<file path="src/rtl/apc_pkg.sv">
// Constants and types for the audio PLL coefficient and clock-divider block
// Function
// - K is held as integer J plus four decimal fraction digits D.
// - A single enable bit, bit 0 of register 4, turns the PLL on.
// - P, J, D high, D low and R sit in registers 20 to 24.
// - Internal reference is the master clock divided by P.
// - Overall multiplication factor is K times R.
// - DSP clock is the VCO clock divided by the DSP divisor.
// - Modulator clock is the VCO clock divided by the modulator divisor.
// - Charge pump clock is the modulator clock divided by the pump divisor.
// - Sample rate mismatch can only arise when the device is clock master.
// - The PLL enable bit is set after reset.
// - VCO equals input times R times K over P, R from 1 to 16.
package apc_pkg;

    // ------------------------------------------------------------
    // Register map, page 0
    // ------------------------------------------------------------
    localparam logic [7:0] PAGE_CFG = 8'h00;
    localparam logic [7:0] OFS_PLL_CONTROL = 8'h04;
    localparam logic [7:0] OFS_PRE_DIVIDER = 8'h14;
    localparam logic [7:0] OFS_INT_MULT = 8'h15;
    localparam logic [7:0] OFS_FRAC_HIGH = 8'h16;
    localparam logic [7:0] OFS_FRAC_LOW = 8'h17;
    localparam logic [7:0] OFS_POST_MULT = 8'h18;

    // Field positions
    localparam int PLL_ON_BIT = 0;
    localparam int PRE_DIV_W = 4;
    localparam int INT_MULT_W = 6;
    localparam int FRAC_HIGH_W = 6;
    localparam int FRAC_W = 14;
    localparam int POST_MULT_W = 4;

    // Values after reset
    localparam logic RST_PLL_ON = 1'b1;
    localparam logic [3:0] RST_PRE_DIV = 4'h0;
    localparam logic [5:0] RST_INT_MULT = 6'h08;
    localparam logic [13:0] RST_FRAC = 14'h0000;
    localparam logic [3:0] RST_POST_MULT = 4'h0;

    // ------------------------------------------------------------
    // Range limits, frequencies in kHz, fraction scale 10000
    // ------------------------------------------------------------
    localparam logic [47:0] FRAC_SCALE = 48'h0000_0000_2710;   // 10000
    localparam logic [13:0] FRAC_MAX = 14'h270f;               // 9999
    localparam logic [47:0] REF_MIN_INT_KHZ = 48'h0000_0000_03e8;   // 1 MHz
    localparam logic [47:0] REF_MIN_FRAC_KHZ = 48'h0000_0000_1a0b;  // 6.667 MHz
    localparam logic [47:0] REF_MAX_KHZ = 48'h0000_0000_4e20;       // 20 MHz
    localparam logic [47:0] VCO_MIN_KHZ = 48'h0000_0000_fa00;       // 64 MHz
    localparam logic [47:0] VCO_MAX_KHZ = 48'h0000_0001_86a0;       // 100 MHz
    localparam logic [5:0] J_MIN_INT = 6'h01;
    localparam logic [5:0] J_MAX_INT = 6'h3f;
    localparam logic [5:0] J_MIN_FRAC = 6'h04;
    localparam logic [5:0] J_MAX_FRAC = 6'h0b;
    localparam logic [11:0] VCO_PER_SAMPLE = 12'h800;              // 2048

    // Coefficient set as held in the registers
    typedef struct packed {
        logic [3:0] p;      // Pre-divider, value is field plus one
        logic [5:0] j;      // Integer multiplier
        logic [13:0] d;     // Four decimal fraction digits
        logic [3:0] r;      // Post multiplier, value is field plus one
    } apc_coef_t;

    // Divisor fields for the derived clocks, each value is field plus one
    typedef struct packed {
        logic [6:0] dsp;
        logic [6:0] modulator;
        logic [6:0] oversample;
        logic [6:0] pump;
    } apc_divs_t;

endpackage

</file>
<file path="src/rtl/apc_clk_div.sv">
// Enable-pulse divider: one output pulse per (divisor field + 1) source pulses
`timescale 1ns/1ns
module apc_clk_div #(
    parameter int W = 7
) (
    input wire logic i_clk,           // System clock
    input wire logic i_rst,           // Async reset, active high
    input wire logic i_src,           // Source enable pulse
    input wire logic [W-1:0] i_div,   // Divisor minus one
    output logic o_tick               // Divided enable pulse
);
    logic [W-1:0] cnt;
    logic [W-1:0] next_cnt;
    logic next_tick;

    // Count source pulses; wrap on reaching the field so a shrinking divisor never hangs
    always_comb begin
        next_cnt = cnt;
        next_tick = 1'b0;
        if (i_src) begin
            if (cnt >= i_div) begin
                next_cnt = '0;
                next_tick = 1'b1;
            end else begin
                next_cnt = cnt + 1'b1;
            end
        end
    end

    // Register stage
    always_ff @(posedge i_clk or posedge i_rst) begin
        if (i_rst) begin
            cnt <= '0;
            o_tick <= 1'b0;
        end else begin
            cnt <= next_cnt;
            o_tick <= next_tick;
        end
    end
endmodule

</file>
<file path="src/rtl/apc_pll_cfg.sv">
// Audio PLL coefficient registers, range checker and derived clock enables
`timescale 1ns/1ns
module apc_pll_cfg (
    input wire logic i_clk,                 // Master clock, 100 MHz
    input wire logic i_rst,                 // Async reset, active high
    input wire logic [7:0] i_page,          // Currently selected register page
    input wire logic i_wr,                  // Register write strobe
    input wire logic i_rd,                  // Register read strobe
    input wire logic [7:0] i_addr,          // Register offset
    input wire logic [7:0] i_wdata,         // Write data
    input wire logic [15:0] i_ref_khz,      // Measured reference clock in kHz
    input wire logic i_vco_tick,            // One pulse per VCO cycle from the PLL
    input wire logic i_clk_master,          // Device drives the audio clocks
    input wire apc_pkg::apc_divs_t i_divs,  // Derived clock divisors
    output logic [7:0] o_rdata,             // Read data
    output logic o_pll_en,                  // PLL enable to the analog core
    output apc_pkg::apc_coef_t o_coef,      // Coefficients to the analog core
    output logic [23:0] o_mult_x10k,        // K times R, scaled by 10000
    output logic o_cfg_err,                 // Coefficients outside the legal range
    output logic o_rate_mismatch,           // Sample rate may drift from target
    output logic o_ref_en,                  // Reference enable, master clock over P
    output logic o_dsp_en,                  // DSP core clock enable
    output logic o_mod_en,                  // Modulator clock enable
    output logic o_osr_en,                  // Oversample clock enable
    output logic o_pump_en                  // Charge pump clock enable
);

    // ------------------------------------------------------------
    // Registers
    // ------------------------------------------------------------
    logic pll_on;
    apc_pkg::apc_coef_t coef;
    logic next_pll_on;
    apc_pkg::apc_coef_t next_coef;
    logic [7:0] next_rdata;
    logic sel;

    // Writes land only on the configuration page
    always_comb begin
        sel = (i_page == apc_pkg::PAGE_CFG);
        next_pll_on = pll_on;
        next_coef = coef;
        if (i_wr && sel) begin
            case (i_addr)
                apc_pkg::OFS_PLL_CONTROL: next_pll_on = i_wdata[apc_pkg::PLL_ON_BIT];
                apc_pkg::OFS_PRE_DIVIDER: next_coef.p = i_wdata[3:0];
                apc_pkg::OFS_INT_MULT: next_coef.j = i_wdata[5:0];
                apc_pkg::OFS_FRAC_HIGH: next_coef.d[13:8] = i_wdata[5:0];
                apc_pkg::OFS_FRAC_LOW: next_coef.d[7:0] = i_wdata;
                apc_pkg::OFS_POST_MULT: next_coef.r = i_wdata[3:0];
                default: next_pll_on = pll_on;
            endcase
        end
    end

    // Read mux; unused bits and unmapped offsets read zero
    always_comb begin
        next_rdata = o_rdata;
        if (i_rd) begin
            next_rdata = 8'h00;
            if (sel) begin
                case (i_addr)
                    apc_pkg::OFS_PLL_CONTROL: next_rdata = {7'h00, pll_on};
                    apc_pkg::OFS_PRE_DIVIDER: next_rdata = {4'h0, coef.p};
                    apc_pkg::OFS_INT_MULT: next_rdata = {2'h0, coef.j};
                    apc_pkg::OFS_FRAC_HIGH: next_rdata = {2'h0, coef.d[13:8]};
                    apc_pkg::OFS_FRAC_LOW: next_rdata = coef.d[7:0];
                    apc_pkg::OFS_POST_MULT: next_rdata = {4'h0, coef.r};
                    default: next_rdata = 8'h00;
                endcase
            end
        end
    end

    // Register file state; the PLL comes up running
    always_ff @(posedge i_clk or posedge i_rst) begin
        if (i_rst) begin
            pll_on <= apc_pkg::RST_PLL_ON;
            coef <= {apc_pkg::RST_PRE_DIV, apc_pkg::RST_INT_MULT,
                     apc_pkg::RST_FRAC, apc_pkg::RST_POST_MULT};
            o_rdata <= 8'h00;
        end else begin
            pll_on <= next_pll_on;
            coef <= next_coef;
            o_rdata <= next_rdata;
        end
    end

    // ------------------------------------------------------------
    // Range checker
    // ------------------------------------------------------------
    logic [47:0] p_val;
    logic [47:0] r_val;
    logic [47:0] k_x10k;
    logic [47:0] kr_x10k;
    logic [47:0] vco_num;
    logic frac_mode;
    logic ref_bad;
    logic vco_bad;
    logic mult_bad;
    logic next_cfg_err;
    logic next_mismatch;

    // Compare without dividing: ref/P against limits becomes ref against limit*P
    always_comb begin
        p_val = {44'h0, coef.p} + 48'h1;
        r_val = {44'h0, coef.r} + 48'h1;
        k_x10k = {42'h0, coef.j} * apc_pkg::FRAC_SCALE + {34'h0, coef.d};
        kr_x10k = k_x10k * r_val;
        vco_num = {32'h0, i_ref_khz} * kr_x10k;
        frac_mode = (coef.d != 14'h0000);
        ref_bad = ({32'h0, i_ref_khz} > apc_pkg::REF_MAX_KHZ * p_val);
        if (frac_mode) begin
            ref_bad = ref_bad || ({32'h0, i_ref_khz} < apc_pkg::REF_MIN_FRAC_KHZ * p_val);
            mult_bad = (coef.j < apc_pkg::J_MIN_FRAC) || (coef.j > apc_pkg::J_MAX_FRAC)
                || (coef.r != 4'h0) || (coef.d > apc_pkg::FRAC_MAX);
        end else begin
            ref_bad = ref_bad || ({32'h0, i_ref_khz} < apc_pkg::REF_MIN_INT_KHZ * p_val);
            mult_bad = (coef.j < apc_pkg::J_MIN_INT) || (coef.j > apc_pkg::J_MAX_INT);
        end
        vco_bad = (vco_num < apc_pkg::VCO_MIN_KHZ * apc_pkg::FRAC_SCALE * p_val)
            || (vco_num > apc_pkg::VCO_MAX_KHZ * apc_pkg::FRAC_SCALE * p_val);
        next_cfg_err = pll_on && (ref_bad || vco_bad || mult_bad);
        // A fractional K may not land on an exact VCO/2048 rate, and only a master sees it
        next_mismatch = pll_on && i_clk_master && frac_mode;
    end

    // Status and coefficient outputs, all registered
    always_ff @(posedge i_clk or posedge i_rst) begin
        if (i_rst) begin
            o_pll_en <= 1'b0;
            o_coef <= '0;
            o_mult_x10k <= 24'h000000;
            o_cfg_err <= 1'b0;
            o_rate_mismatch <= 1'b0;
        end else begin
            o_pll_en <= pll_on;
            o_coef <= coef;
            o_mult_x10k <= kr_x10k[23:0];
            o_cfg_err <= next_cfg_err;
            o_rate_mismatch <= next_mismatch;
        end
    end

    // ------------------------------------------------------------
    // Clock tree enables
    // ------------------------------------------------------------
    logic vco_src;

    // Bypassed PLL runs the tree straight from the master clock
    assign vco_src = pll_on ? i_vco_tick : 1'b1;

    // Reference: master clock over P
    apc_clk_div #(.W(4)) u_ref_div (
        .i_clk(i_clk),
        .i_rst(i_rst),
        .i_src(1'b1),
        .i_div(coef.p),
        .o_tick(o_ref_en)
    );

    // DSP clock: VCO over the DSP divisor
    apc_clk_div #(.W(7)) u_dsp_div (
        .i_clk(i_clk),
        .i_rst(i_rst),
        .i_src(vco_src),
        .i_div(i_divs.dsp),
        .o_tick(o_dsp_en)
    );

    // Modulator clock: VCO over the modulator divisor
    apc_clk_div #(.W(7)) u_mod_div (
        .i_clk(i_clk),
        .i_rst(i_rst),
        .i_src(vco_src),
        .i_div(i_divs.modulator),
        .o_tick(o_mod_en)
    );

    // Oversample clock: modulator clock over the oversample divisor
    apc_clk_div #(.W(7)) u_osr_div (
        .i_clk(i_clk),
        .i_rst(i_rst),
        .i_src(o_mod_en),
        .i_div(i_divs.oversample),
        .o_tick(o_osr_en)
    );

    // Charge pump clock: modulator clock over the pump divisor
    apc_clk_div #(.W(7)) u_pump_div (
        .i_clk(i_clk),
        .i_rst(i_rst),
        .i_src(o_mod_en),
        .i_div(i_divs.pump),
        .o_tick(o_pump_en)
    );
endmodule

</file>
<file path="config.mk">
export PLATFORM = sky130hd
export DESIGN_NAME = apc_pll_cfg
export DESIGN_NICKNAME = d
export VERILOG_FILES = /design/src/rtl/apc_pkg.sv /design/src/rtl/apc_clk_div.sv /design/src/rtl/apc_pll_cfg.sv
export SDC_FILE = /design/constraint.sdc
export NUM_CORES = 1
export LEC_CHECK = 0
export ABC_AREA = 1
export BUFFER_PORTS_ARGS = -buffer_cell sky130_fd_sc_hd__buf_2
export CAP_MARGIN = 15
export CORE_MARGIN = 3
export CORE_UTILIZATION = 55
export CTS_CLUSTER_DIAMETER = 200
export DETAILED_ROUTE_END_ITERATION = 8
export PLACE_DENSITY = 0.79
export SYNTH_ARGS = -nofsm -noshare
export SYNTH_HDL_FRONTEND = slang
export SYNTH_SLANG_ARGS = --single-unit
export TNS_END_PERCENT = 20
</file>
<file path="constraint.sdc">
create_clock -name i_clk -period 12.4 [get_ports i_clk]
set_input_delay 2.48 -clock i_clk [delete_from_list [all_inputs] [get_ports i_clk]]
set_output_delay 2.48 -clock i_clk [all_outputs]
set_load 0.01 [all_outputs]
</file>
# After elaboration in Yosys (flattened, before gate mapping)
# Cells that the tools add are included.
[op_classes]
addsub = 8
multipliers = 8
div = 0
magnitude_cmp = 15
n_eq_ne = 6
n_shift = 0
mux = 19
bitwise_logic = 0
reduce_logical = 22
[op_table]
columns = ["op", "count"]
rows = [
  ["8-bit one-hot mux with 6 select lines", 1],
  ["42-bit by 35-bit > comparator with 1-bit output", 1],
  ["42-bit by 35-bit less-than comparator with 1-bit output", 1],
  ["16-bit by 26-bit multiplier with 42-bit output", 1],
  ["8-bit by 5-bit == test with 1-bit output (second input constant)", 5],
  ["7-bit by 1-bit adder with 7-bit output (second input constant)", 4],
  ["7-bit greater-or-equal comparator", 4],
  ["7-bit 2-to-1 mux", 4],
  ["21-bit by 5-bit multiplier with 26-bit output", 1],
  ["21-bit by 5-bit multiplier with 26-bit output (first input constant)", 1],
  ["17-bit by 5-bit multiplier with 22-bit output (first input constant)", 1],
  ["20-bit by 14-bit adder with 21-bit output", 1],
  ["16-bit by 20-bit > comparator with 1-bit output", 1],
  ["16-bit by 18-bit less-than comparator with 1-bit output", 1],
  ["13-bit by 5-bit multiplier with 18-bit output (first input constant)", 1],
  ["16-bit by 15-bit less-than comparator with 1-bit output", 1],
  ["6-bit by 10-bit multiplier with 16-bit output (second input constant)", 1],
  ["10-bit by 5-bit multiplier with 15-bit output (first input constant)", 1],
  ["14-bit > comparator (second input constant)", 1],
  ["14-bit nonzero test", 1],
  ["7-bit by 5-bit multiplier with 12-bit output (first input constant)", 1],
  ["1-bit 2-to-1 mux", 12],
  ["2-bit AND reduction", 6],
  ["4-bit by 1-bit adder with 5-bit output (second input constant)", 2],
  ["13 further kinds", 24],
]
[word_totals]
register_bits = 129
latchBits = 0
mem_bits_rw = 0
mem_bits_ro = 0
inputBits = 74
out_inout_bits = 68
elab_cells = 103
memories = 0

# Depth between registers and ports, before layout
[logic_depth]
word_depth = 9
ltp_mapped = 72
mapped_depth_nobuf = 72

# Modules after synthesis
# From an unflattened synthesis, not the netlist that was laid out.
[hier_totals]
cells_unflattened = 3925
hier_area_um2 = 30106.4
[modules_own_cells]
columns = ["module", "n_inst", "cells_each", "area_each_um2", "seq_area_each_um2"]
rows = [
  ["apc_pll_cfg", 1, 3553, 27233.6, 2304.7],
  ["apc_clk_div at u_dsp_div ...", 4, 82, 634.4, 200.2],
  ["apc_clk_div at u_ref_div", 1, 44, 335.3, 125.1],
]

# Worst setup path before layout
# Ideal clock, no wire load.
[synth_path]
path_kind = "flip-flop to flip-flop"
start = "register coef[19] in the netlist's numbering"
end = "register o_cfg_err"
setup_ns = 0.115
arrival_ns = 12.446
required_ns = 12.285
path_slack_ns = -0.162
path_stages_with_launch = 63
path_buffers = 1
synth_period_minus_slack_ns = 12.562
path_cell_list = "dfrtp_1 inv_1 fa_1 fa_1 inv_1 ha_1 inv_1 fa_1 inv_1 ha_1 nand2_1 o31ai_1 nand3_1 nand2_1 nand2_1 nor2_1 xor2_1 nor2_1 [... 27 more ...] nand2_1 nand3_1 a31oi_1 xnor2_1 ha_1 nand2_1 inv_1 nand3_1 nor3_1 nand4_1 nor2_1 nand3b_1 nand2_1 nand2_1 nor2_1 nand3_1 nor2_1 nor2_1"
[synth_via]
elab_chain_len = 9
elab_cells_between_ends = 19
classes_between = "add/sub (1); mul (3); order compare (6); mux (1); reduce/logical (8)"
[synth_lines]
columns = ["item", "line_no", "source"]
rows = [
  ["start, declared", "apc_pll_cfg.sv:32", "apc_pkg::apc_coef_t coef;"],
  ["start signal, assigned", "apc_pll_cfg.sv:79", "coef <= {apc_pkg::RST_PRE_DIV, apc_pkg::RST_INT_MULT,"],
  ["start signal, assigned", "apc_pll_cfg.sv:84", "coef <= next_coef;"],
  ["6-bit by 10-bit multiplier with 16-bit output (*)", "apc_pll_cfg.sv:108", "k_x10k = {42'h0, coef.j} * apc_pkg::FRAC_SCALE + {34'h0, coef.d};"],
  ["20-bit by 14-bit adder with 21-bit output (*)", "apc_pll_cfg.sv:108", ""],
  ["21-bit by 5-bit multiplier with 26-bit output (*)", "apc_pll_cfg.sv:109", "kr_x10k = k_x10k * r_val;"],
  ["via kr_x10k[21]", "apc_pll_cfg.sv:95", "logic [47:0] kr_x10k;"],
  ["16-bit by 26-bit multiplier with 42-bit output (*)", "apc_pll_cfg.sv:110", "vco_num = {32'h0, i_ref_khz} * kr_x10k;"],
  ["42-bit by 35-bit less-than comparator with 1-bit output / 42-bit by 35-bit > comparator with 1-bit output (equally long branches)", "apc_pll_cfg.sv:121, apc_pll_cfg.sv:122", ""],
  ["1-bit logical OR (*)", "apc_pll_cfg.sv:122", "|| (vco_num > apc_pkg::VCO_MAX_KHZ * apc_pkg::FRAC_SCALE * p_val);"],
  ["1-bit logical OR (*) (2 in series)", "apc_pll_cfg.sv:123", "next_cfg_err = pll_on && (ref_bad || vco_bad || mult_bad);"],
  ["1-bit logical AND (*)", "apc_pll_cfg.sv:123", ""],
  ["via next_cfg_err", "apc_pll_cfg.sv:101", "logic next_cfg_err;"],
  ["end signal, assigned", "apc_pll_cfg.sv:140", "o_cfg_err <= next_cfg_err;"],
  ["end, declared", "apc_pll_cfg.sv:19", "output logic o_cfg_err,"],
]
# Mark *: on every way through the listed nets, which the timed path passes. The rest lies on a longest branch.
# A chain may end at the register's enable or synchronous reset.

# Worst setup path in the final report
[layout_path]
start = "register coef[18] in the netlist's numbering"
end = "register o_cfg_err"
[layout_via]
elab_chain_len = 9
elab_cells_between_ends = 19
classes_between = "add/sub (1); mul (3); order compare (6); mux (1); reduce/logical (8)"
[layout_lines]
columns = ["item", "line_no"]
rows = [
  ["6-bit by 10-bit multiplier with 16-bit output", "apc_pll_cfg.sv:108"],
  ["20-bit by 14-bit adder with 21-bit output", "apc_pll_cfg.sv:108"],
  ["21-bit by 5-bit multiplier with 26-bit output", "apc_pll_cfg.sv:109"],
  ["16-bit by 26-bit multiplier with 42-bit output", "apc_pll_cfg.sv:110"],
  ["42-bit by 35-bit less-than comparator with 1-bit output / 42-bit by 35-bit > comparator with 1-bit output (equally long branches)", "apc_pll_cfg.sv:121, apc_pll_cfg.sv:122"],
  ["1-bit logical OR", "apc_pll_cfg.sv:122"],
  ["1-bit logical OR", "apc_pll_cfg.sv:123"],
  ["1-bit logical OR (*)", "apc_pll_cfg.sv:123"],
  ["1-bit logical AND (*)", "apc_pll_cfg.sv:123"],
  ["via next_cfg_err", "apc_pll_cfg.sv:101"],
]
# Marks and branches as above.

==> qor.json <==
{
  "sta": {
    "clock_skew_ps": 13.8,
    "period_share": 1.03,
    "period_needed_ps": 12750,
    "timing.fmax_ghz": 0.0784,
    "post_layout_worst_setup_margin_ps": -350,
    "final-setup-viol-count": 1,
    "tightest_slew_ps": 1070,
    "setup-tns-final_ps": -350,
    "worst_slew_margin_rel": 0.287,
    "hold_violations": 0,
    "max_slew_violation_count": 0,
    "unrepaired_setup_endpoints_after_global_routing": "yes"
  },
  "critical_path": {
    "critical_path_depth": 62,
    "cp-end-kind": "flop",
    "setup.reg_to_reg.worst_slack_ps": -350,
    "slowest_stage_delay_cp_ps": 560,
    "startpoint_types": "flop",
    "critPathMostFrequentCell": "sky130_fd_sc_hd__fa_1",
    "worstReg2RegStart": "coef[18]",
    "worst-path-buf-inv": 15,
    "critPathTopFamily": "adder cells",
    "setup.worst_path.class": "flop to flop",
    "cp.required_ps": 12820,
    "critPathArrivalTime_ps": 13170,
    "reg2regPathDepth": 62,
    "timing.critical_path.fanout_max": 4,
    "worstReg2RegEnd": "o_cfg_err",
    "timing.critical_path.slowest_stage_cell": "sky130_fd_sc_hd__fa_1",
    "worst_setup_path_startpoint": "coef[18]",
    "crit_end": "o_cfg_err"
  },
  "global_route": {
    "grt_usage": 0.323,
    "first_pass_grt_wire_length_um": 143000,
    "number_of_antenna_violations_at_the_first_check_in_global_routing": 1,
    "grt_overflow_total": 0,
    "grt_max_degree": 73,
    "grt_pass1_vias": 27700
  },
  "placement": {
    "place.gp.congestion": 1.01,
    "sum_of_net_half_perimeters_after_detailed_placement_um": 70900,
    "dpl-instance-area_um2": 32400,
    "placement.setup.worst_slack_ps": -778,
    "io_buffer_count": 141
  },
  "clock_tree": {
    "root_buffer": "sky130_fd_sc_hd__clkbuf_16",
    "path_clk_slew_ps": 70,
    "cts_buffer_depth": 2,
    "cts.sink_count": 129,
    "post_cts_hold_buffer_count": 0,
    "cts_max_level": 4,
    "worstSkewPairLatency_ps": 480,
    "num_cts_buffers": 17,
    "tritoncts": "done"
  },
  "floorplan": {
    "num_io_pins": 142,
    "dieWidth_um": 238,
    "die_height_um": 238,
    "fp.dieArea_um2": 56500,
    "floorplan.initialDensity": 0.559,
    "placeableCoreArea_um2": 52900,
    "placement_rows": 84
  },
  "logic_synthesis": {
    "number_of_enable_type_register_cells_in_the_synthesized_netlist": 0,
    "synth.yosys.warnings": 0,
    "synthesis.area_um2": 29500,
    "yosysSeqAreaShare": 0.109,
    "ys_seq_elements": 129,
    "synth_async_sr_flop_share": 1.00,
    "post_synth.cell_area_avg_um2": 7.80,
    "count_of_distinct_cell_types_in_the_synthesized_netlist": 67,
    "synthCells": 3784,
    "synth-main-ff-cell": "sky130_fd_sc_hd__dfrtp_1"
  },
  "drt": {
    "routed_via_density": 5.55,
    "drt_drc": 0,
    "drtIter0Drc": 2012,
    "antenna_violating_nets_remaining": 0,
    "drt-wirelength-per-cell_um": 18.7,
    "via_count": 26700,
    "first_pass_iters": 6,
    "finalWirelength_um": 90000
  },
  "power_and_ir_drop": {
    "power_density_nw_per_um2": 81.3,
    "vdd_drop_max_mv": 0.114,
    "power_leakage_nw": 18.4
  },
  "layout": {
    "total_nets_final": 5032,
    "layout-area-overhead-vs-synth_pct": 16.1,
    "stdcell_area_um2": 34300,
    "drive_gt1_frac": 0.165
  },
  "min_path": {
    "hold_path.class": "flop to flop"
  },
  "job": {
    "max-cap-violations": 0
  },
  "status": {
    "run_status": "finished, violations left",
    "violations_in_the_final_reports": "negative setup slack"
  }
}
[metrics by stage]
stage / utilization / power, mW / std cells / hold WS, ps
2_1_floorplan: - / 1.43 / 3787 / 379
3_3_place_gp: 0.614 / 1.94 / 4760 / 414
3_5_place_dp: 0.614 / 1.98 / 4760 / 416
4_1_cts: 0.636 / 2.62 / 4812 / 433
5_1_grt: 0.648 / 3.02 / 4819 / 444
6_report: 0.649 / 2.79 / 4820 / 428
[how the worst min path moves through the flow]
stage / slack (ps) / to / from / cells after the start
after detailed placement: 420 / o_coef[11] / coef[11] / 0
after global routing: 440 / o_coef[11] / coef[11] / 0
after global placement: 410 / o_coef[11] / coef[11] / 0
final: 430 / o_coef[11] / coef[11] / 0
after CTS: 430 / o_coef[11] / coef[11] / 0
after floorplan: 380 / o_coef[0] / coef[0] / 0
[sequential cells by signal, indices dropped and copies added (netlist names), 4 cells and up]
register / cells
u_osr_div.cnt: 7
o_rdata: 8
u_mod_div.cnt: 7
u_ref_div.cnt: 4
u_dsp_div.cnt: 7
o_mult_x10k: 24
coef: 28
o_coef: 28
u_pump_div.cnt: 7
[what timing repair did]
item | in CTS | in global routing
pin swaps | 64 | 80
endpoints found under the setup margin | 1 | 1
gates resized for setup | 96 | 128
buffers inserted | 20 | 7
[cell usage in the layout (no fill, tap or decap), types with 99 or more instances in the layout]
master                      n
sky130_fd_sc_hd__inv_1    778
sky130_fd_sc_hd__fa_1     421
sky130_fd_sc_hd__buf_4    244
sky130_fd_sc_hd__ha_1     385
sky130_fd_sc_hd__nor2_1   324
sky130_fd_sc_hd__buf_2    141
sky130_fd_sc_hd__a21oi_1  159
sky130_fd_sc_hd__nand3_1   99
sky130_fd_sc_hd__dfrtp_1  125
sky130_fd_sc_hd__nand2_1  778
[layer usage]
metal	global-route usage	part of all wire	vias up
li1	-	-	12300
met1	0.407	0.39	12900
met2	0.531	0.47	1253
met3	0.0698	0.089	305
met4	0.157	0.054	0
met5	0	0	-
[synth_stat cells (6+ instances only)]
master,n,share of area
sky130_fd_sc_hd__nand2_1,815,0.10
sky130_fd_sc_hd__inv_1,795,0.10
sky130_fd_sc_hd__fa_1,426,0.29
sky130_fd_sc_hd__ha_1,414,0.18
sky130_fd_sc_hd__nor2_1,342,0.043
sky130_fd_sc_hd__a21oi_1,183,0.031
sky130_fd_sc_hd__dfrtp_1,127,0.11
sky130_fd_sc_hd__nand3_1,106,0.018
sky130_fd_sc_hd__o21ai_0,102,0.017
sky130_fd_sc_hd__xor2_1,76,0.023
sky130_fd_sc_hd__clkbuf_1,58,0.0074
sky130_fd_sc_hd__xnor2_1,54,0.016
sky130_fd_sc_hd__nand4_1,29,0.0061
sky130_fd_sc_hd__nand2_2,26,0.0055
sky130_fd_sc_hd__nor3_1,18,0.0031
sky130_fd_sc_hd__a31oi_1,17,0.0036
sky130_fd_sc_hd__or2_2,17,0.0036
sky130_fd_sc_hd__buf_2,14,0.0024
sky130_fd_sc_hd__or2_1,13,0.0028
sky130_fd_sc_hd__o211ai_1,11,0.0028
sky130_fd_sc_hd__inv_2,9,0.0011
sky130_fd_sc_hd__nor4_1,8,0.0017
sky130_fd_sc_hd__o21bai_1,8,0.0020
sky130_fd_sc_hd__o22ai_1,8,0.0017
sky130_fd_sc_hd__a211oi_1,7,0.0018
sky130_fd_sc_hd__o21a_1,7,0.0018
sky130_fd_sc_hd__a21o_1,6,0.0015
sky130_fd_sc_hd__a21oi_2,6,0.0018
sky130_fd_sc_hd__clkinv_1,6,0.00076
sky130_fd_sc_hd__nor2_2,6,0.0013
[area by class of cell]
class,instances,area (µm²)
well taps,688,861
multi-input cells,2766,23900
repair buffers,393,2650
inverters,811,3070
diodes,1,2.50
clock buffers,20,457
clock inverters,12,121
flip-flops and latches,129,3230
fillers,4359,18600
[cell families after synthesis]
kind of cell	Yosys count	share of synthesized area
buffers and inverters	892	0.116
other	2	0.000254
AO/OA/AOI/OAI	385	0.0742
flip-flops	129	0.109
adder cells (fa/ha/maj)	840	0.464
XOR/XNOR	132	0.0397
AND/OR/NAND/NOR	1404	0.196
[where the power goes]
group | total (mW) | leakage, nW | switching, mW | internal, mW
Clock | 0.516 | 0.276 | 0.226 | 0.289
Combinational | 1.76 | 16.4 | 0.974 | 0.786
Sequential | 0.513 | 1.71 | 0.0482 | 0.465
Total | 2.79 | 18.4 | 1.25 | 1.54
(Power assumes the default switching activity.)
